==> src/pkg/smt_consts.vh <==
// How it works
// - Read pass emits 67108864 words out
// - Patterns zero and all ones
// - Patterns 55555555h and AAAAAAAAh
// - Fifth pattern counts up from zero
// - Sixth pattern walking one from one
// - Walking one wraps after top bit
// - Alive indicator toggles about once per second
// - Option selects direct or halved clock
// - Flag true when clock above 60 MHz
// - Control word: pattern, write, read bits
// - Pattern select codes as listed
// - Write all locations, then read and check
// - Mismatch lights all pattern LEDs until reset
`ifndef SMT_CONSTS_VH
`define SMT_CONSTS_VH
// Control word fields
`define SMT_SEL_LSB      0
`define SMT_SEL_MSB      3
`define SMT_WEN_BIT      4
`define SMT_REN_BIT      5
// Pattern select codes
`define SMT_PAT_ZERO     4'h0
`define SMT_PAT_ONES     4'h1
`define SMT_PAT_FIVES    4'h2
`define SMT_PAT_AS       4'h3
`define SMT_PAT_COUNT    4'h4
`define SMT_PAT_WALK     4'h8
// Pattern values
`define SMT_VAL_ZERO     32'h00000000
`define SMT_VAL_ONES     32'hffffffff
`define SMT_VAL_FIVES    32'h55555555
`define SMT_VAL_AS       32'haaaaaaaa
`define SMT_VAL_WALK0    32'h00000001
`define SMT_VAL_WTOP     32'h80000000
// Memory depth: 64M words, 26-bit address
`define SMT_ADDR_W       26
`define SMT_LAST_ADDR    26'h3ffffff
// Clock figures
`define SMT_OSC_HZ       100000000
`define SMT_FAST_HZ      60000000
`define SMT_BLINK_MS     1000
`endif

==> src/verilog/smt_pattern_gen.v <==
`timescale 1ns/1ps
`include "smt_consts.vh"
// Expected-data generator; one copy for writes, one for checks
module smt_pattern_gen
(
   input  wire        clk,
   input  wire        reset,
   input  wire        load,
   input  wire [3:0]  sel,
   input  wire        step,
   output wire [31:0] value
);
   reg [31:0] value_reg;   // Current pattern word
   reg [31:0] value_next;  // Next pattern word

   // Start value on load, advance on step
   always @*
   begin
      value_next = value_reg;
      if (load)
      begin
         case (sel)
            `SMT_PAT_ZERO:  value_next = `SMT_VAL_ZERO;
            `SMT_PAT_ONES:  value_next = `SMT_VAL_ONES;
            `SMT_PAT_FIVES: value_next = `SMT_VAL_FIVES;
            `SMT_PAT_AS:    value_next = `SMT_VAL_AS;
            `SMT_PAT_COUNT: value_next = `SMT_VAL_ZERO;
            `SMT_PAT_WALK:  value_next = `SMT_VAL_WALK0;
            default:        value_next = `SMT_VAL_ZERO;  // Unlisted codes
         endcase
      end
      else if (step)
      begin
         if (sel == `SMT_PAT_COUNT)
            value_next = value_reg + 32'h00000001;
         else if (sel == `SMT_PAT_WALK)
         begin
            if (value_reg == `SMT_VAL_WTOP)
               value_next = `SMT_VAL_WALK0;
            else
               value_next = {value_reg[30:0], 1'b0};
         end
      end
   end

   // Pattern register
   always @(posedge clk or posedge reset)
   begin
      if (reset)
         value_reg <= 32'h00000000;
      else
         value_reg <= value_next;
   end

   assign value = value_reg;
endmodule
==> config.mk <==
export PLATFORM = sky130hd
export DESIGN_NAME = smt_pattern_gen
export DESIGN_NICKNAME = d
export VERILOG_FILES = /design/src/verilog/smt_pattern_gen.v
export VERILOG_INCLUDE_DIRS = /design/src /design/src/pkg
export SDC_FILE = /design/constraint.sdc
export NUM_CORES = 1
export LEC_CHECK = 0
export ABC_AREA = 1
export BUFFER_PORTS_ARGS = -buffer_cell sky130_fd_sc_hd__buf_2
export CAP_MARGIN = 20
export CORE_ASPECT_RATIO = 1.4
export CORE_MARGIN = 2
export CORE_UTILIZATION = 59
export DETAILED_ROUTE_END_ITERATION = 6
export PLACE_DENSITY_LB_ADDON = 0.12
export SYNTH_ARGS = -nofsm -noshare
export SYNTH_HDL_FRONTEND = slang
export SYNTH_SLANG_ARGS = --single-unit
==> constraint.sdc <==
create_clock -name clk -period 1.8 [get_ports clk]
set_input_delay 0.18 -clock clk [delete_from_list [all_inputs] [get_ports clk]]
set_output_delay 0.18 -clock clk [all_outputs]
set_load 0.01 [all_outputs]
==> impl_metrics.toml <==
[floorplanning]
core-area_sq_mm = 0.004805
design.die.area_sq_mm = 0.005534
die_y_um = 87.23
num_rows = 30
pin_count = 40
fp.dieW_um = 63.45
initial_core_util = 0.6076

[power]
leakage_nw = 1.630
ir_drop_mv = 0.4357
cellPowerDensity_mw_per_mm2 = 693.3

[placed_design]
dp.cells = 574
placed_area_sq_mm = 0.003212
portBuffers = 39
dpl.hpwl_mm = 6.460
place_congestion = 0.9674

[setup_path]
critPathSlowestCell = "dfrtp_1"
r2r_start = "value[5]"
reg2reg_to = "value[27]"
critPathMaxStageDelay_ns = 0.45
critPathCaptureType = "flip-flop"
worst-path-max-fanout = 6
reg2reg_depth = 9
cp_data_required_time_ns = 1.98
cp_data_arrival_time_ns = 1.89
cpMostUsedCell = "nand2_1"
setup.worst_path.start = "value[5]"
startpoint_type = "flip-flop"
critPathKind = "flip-flop to flip-flop"
critPathCapture = "value[27]"
path_cells = "nand2_1 -> nor2_2 -> nand2_4 -> nor2_4 -> nand4_1 -> xor2_1 -> nand2_1 -> nand2_1 -> nand2_1"
rrSetupSlack_ns = 0.1

[synth]
synthSimpleGateAreaFrac = 0.4728
synth_fa_ha_area_frac = 0.008573
netlist_instances = 468
synth_compound_area_frac = 0.1320
syn_area_per_cell_sq_um = 6.237
syn_nets = 478
synth_top_family_by_area = "simple AND/OR/NAND/NOR gates"
synth-main-ff-cell = "dfrtp_1"
synth_seq_area_share = 0.2743
syn_area_sq_mm = 0.002919
synth_xor_area_frac = 0.009001
synth_mux_area_frac = 0
yosysWarnings = 0
synth_seq_cells = 32
ys_async_sr_fraction = 1.000
synth_cell_types = 31
synth-edff-count = 0

[clock_tree]
clk_pin_slew_ns = 0.08
clock_latency_ns = 0.30
tritoncts = "built"
clockBufferDepth = 2
numCtsBuffers = 5
cts_num_sinks = 32
htree_levels = 2
clockRootBuffer = "clkbuf_8"

[detailed_routing]
drt_iter0_drc = 284
vias = 3252
ant_nets = 0
post_drt_via_cell_ratio = 5.568
avgRoutedWirePerCell_um = 15.18
routed_wl_mm = 8.867
drcViolationCount = 0
firstDrtPassIters = 5

[flow_run]
maxCapViolations = 0

[layout]
area_delta_synth_final_pct = 15.26
antenna_cells = 0
largest_reg_flops = 32
drive_gt1_frac = 0.2231
fillers = 472
final_util = 0.7003
postLayoutCellArea_sq_mm = 0.003364
nNetsFinal = 529
final_cells = 584

[global_route]
overflow = 0
grt_max_degree = 33
grtUsageTotal = 0.3356
antenna_found_initial = 0
grt_pass1_vias = 2983
grt_pass1_wl_mm = 14.37

[timing]
fmax_ghz = 0.5867
hold_violations = 0
maxSlewHeadroom = 0.6944
fin_crit_ns = 1.704
slew_violations = 0
finalCritPeriodShare = 0.9469
skew_ns = 0.01290
setup_viol = 0
tightest_slew_ns = 0.4545

[min_path]
hp-class = "primary input to flip-flop"
worstHoldStart = "load"

[status]
status = "complete, no violations"
[placed cells by master (no fill, tap or decap), types with 10 or more instances in the layout]
| cell | Yosys | final |
|---|---|---|
| inv_1 | 41 | 40 |
| dfrtp_1 | 32 | 21 |
| nor2_1 | 77 | 75 |
| nand3_1 | 34 | 34 |
| dfrtp_2 | 0 | 11 |
| o21ai_1 | 19 | 19 |
| buf_4 | 1 | 17 |
| buf_2 | 4 | 39 |
| nand2_1 | 149 | 149 |
| nor2_4 | 9 | 10 |
| a21oi_1 | 27 | 26 |
[stage by stage]
stage | setup slack, ns | hold slack [ns] | power, W | setup TNS, ns
floorplan | 0.2044 | 0.2962 | 0.001446 | 0
global placement | 0.1055 | 0.2973 | 0.001713 | 0
detailed placement | 0.05234 | 0.3079 | 0.001728 | 0
CTS | 0.01907 | 0.2064 | 0.002313 | 0
global route | -0.0008971 | 0.2344 | 0.002468 | -0.0008971
finish | 0.09553 | 0.2147 | 0.002333 | 0
[report_power, final]
group / total [W] / internal (W) / switching [W]
Clock: 0.000588 / 0.000305 / 0.000283
Sequential: 0.000987 / 0.000815 / 0.000172
Combinational: 0.000758 / 0.000286 / 0.000472
[critical path, delay by kind of cell (launching register included)]
| family | cells | cell delay, ns |
|---|---|---|
| AND/OR/NAND/NOR | 8 | 0.95 |
| XOR/XNOR | 1 | 0.19 |
| flip-flops | 1 | 0.45 |
[worst min path at each step]
stage,endpoint,depth (start not counted)
final,value[0],3
after global routing,value[0],3
after CTS,value[0],3
after detailed placement,value[27],3
after global placement,value[27],3
after floorplan,value[0],1
[cells by family after synthesis]
kind of cell | Yosys count
adder cells (fa/ha/maj) | 2
buffers and inverters | 61
XOR/XNOR | 3
AND/OR/NAND/NOR | 301
AO/OA/AOI/OAI | 69
flip-flops | 32
[final cells by class]
cell class / instances / area, sq um / share of cell area
Inverter: 47 / 176.4 / 0.05244
Timing Repair Buffer: 58 / 352.8 / 0.1049
Clock buffer: 6 / 82.58 / 0.02454
Tap cell: 64 / 80.08 / 0.02380
Clock inverter: 2 / 10.01 / 0.002975
Multi-Input combinational cell: 375 / 1848 / 0.5493
Sequential cell: 32 / 814.5 / 0.2421
[cells in the mapped netlist (2+ instances only)]
library cell,number,area share
dfrtp_1,32,0.27
inv_1,41,0.053
buf_2,4,0.0069
nor2_8,3,0.021
nand4_1,8,0.017
a21oi_1,27,0.046
o21ai_0,8,0.014
and2_1,2,0.0043
inv_2,6,0.0077
nor2_2,3,0.0064
a22oi_1,7,0.018
nand3_1,34,0.058
o22ai_1,3,0.0064
buf_6,4,0.015
nor3_1,6,0.010
nand2_2,6,0.013
nand2_1,149,0.19
ha_1,2,0.0086
xor2_1,3,0.0090
nor2_1,77,0.099
o21ai_1,19,0.033
nor2_4,9,0.035
a21oi_2,5,0.015
clkbuf_8,3,0.014
[what timing repair did]
| item | in CTS | in global routing |
|---|---|---|
| endpoints found under the hold margin | 18 | 0 |
| gates resized for setup | 0 | 18 |
| endpoints found under the setup margin | 0 | 18 |
| hold buffers | 1 | 0 |
| setup buffers | 0 | 1 |
[routing by layer]
layer / part of all wire / track usage
met4: 0.047 / 0.1877
met5: 0 / 0
met3: 0.066 / 0.04269
met2: 0.49 / 0.5684
met1: 0.40 / 0.4114
No activity file was read; power rests on OpenSTA's default activity.
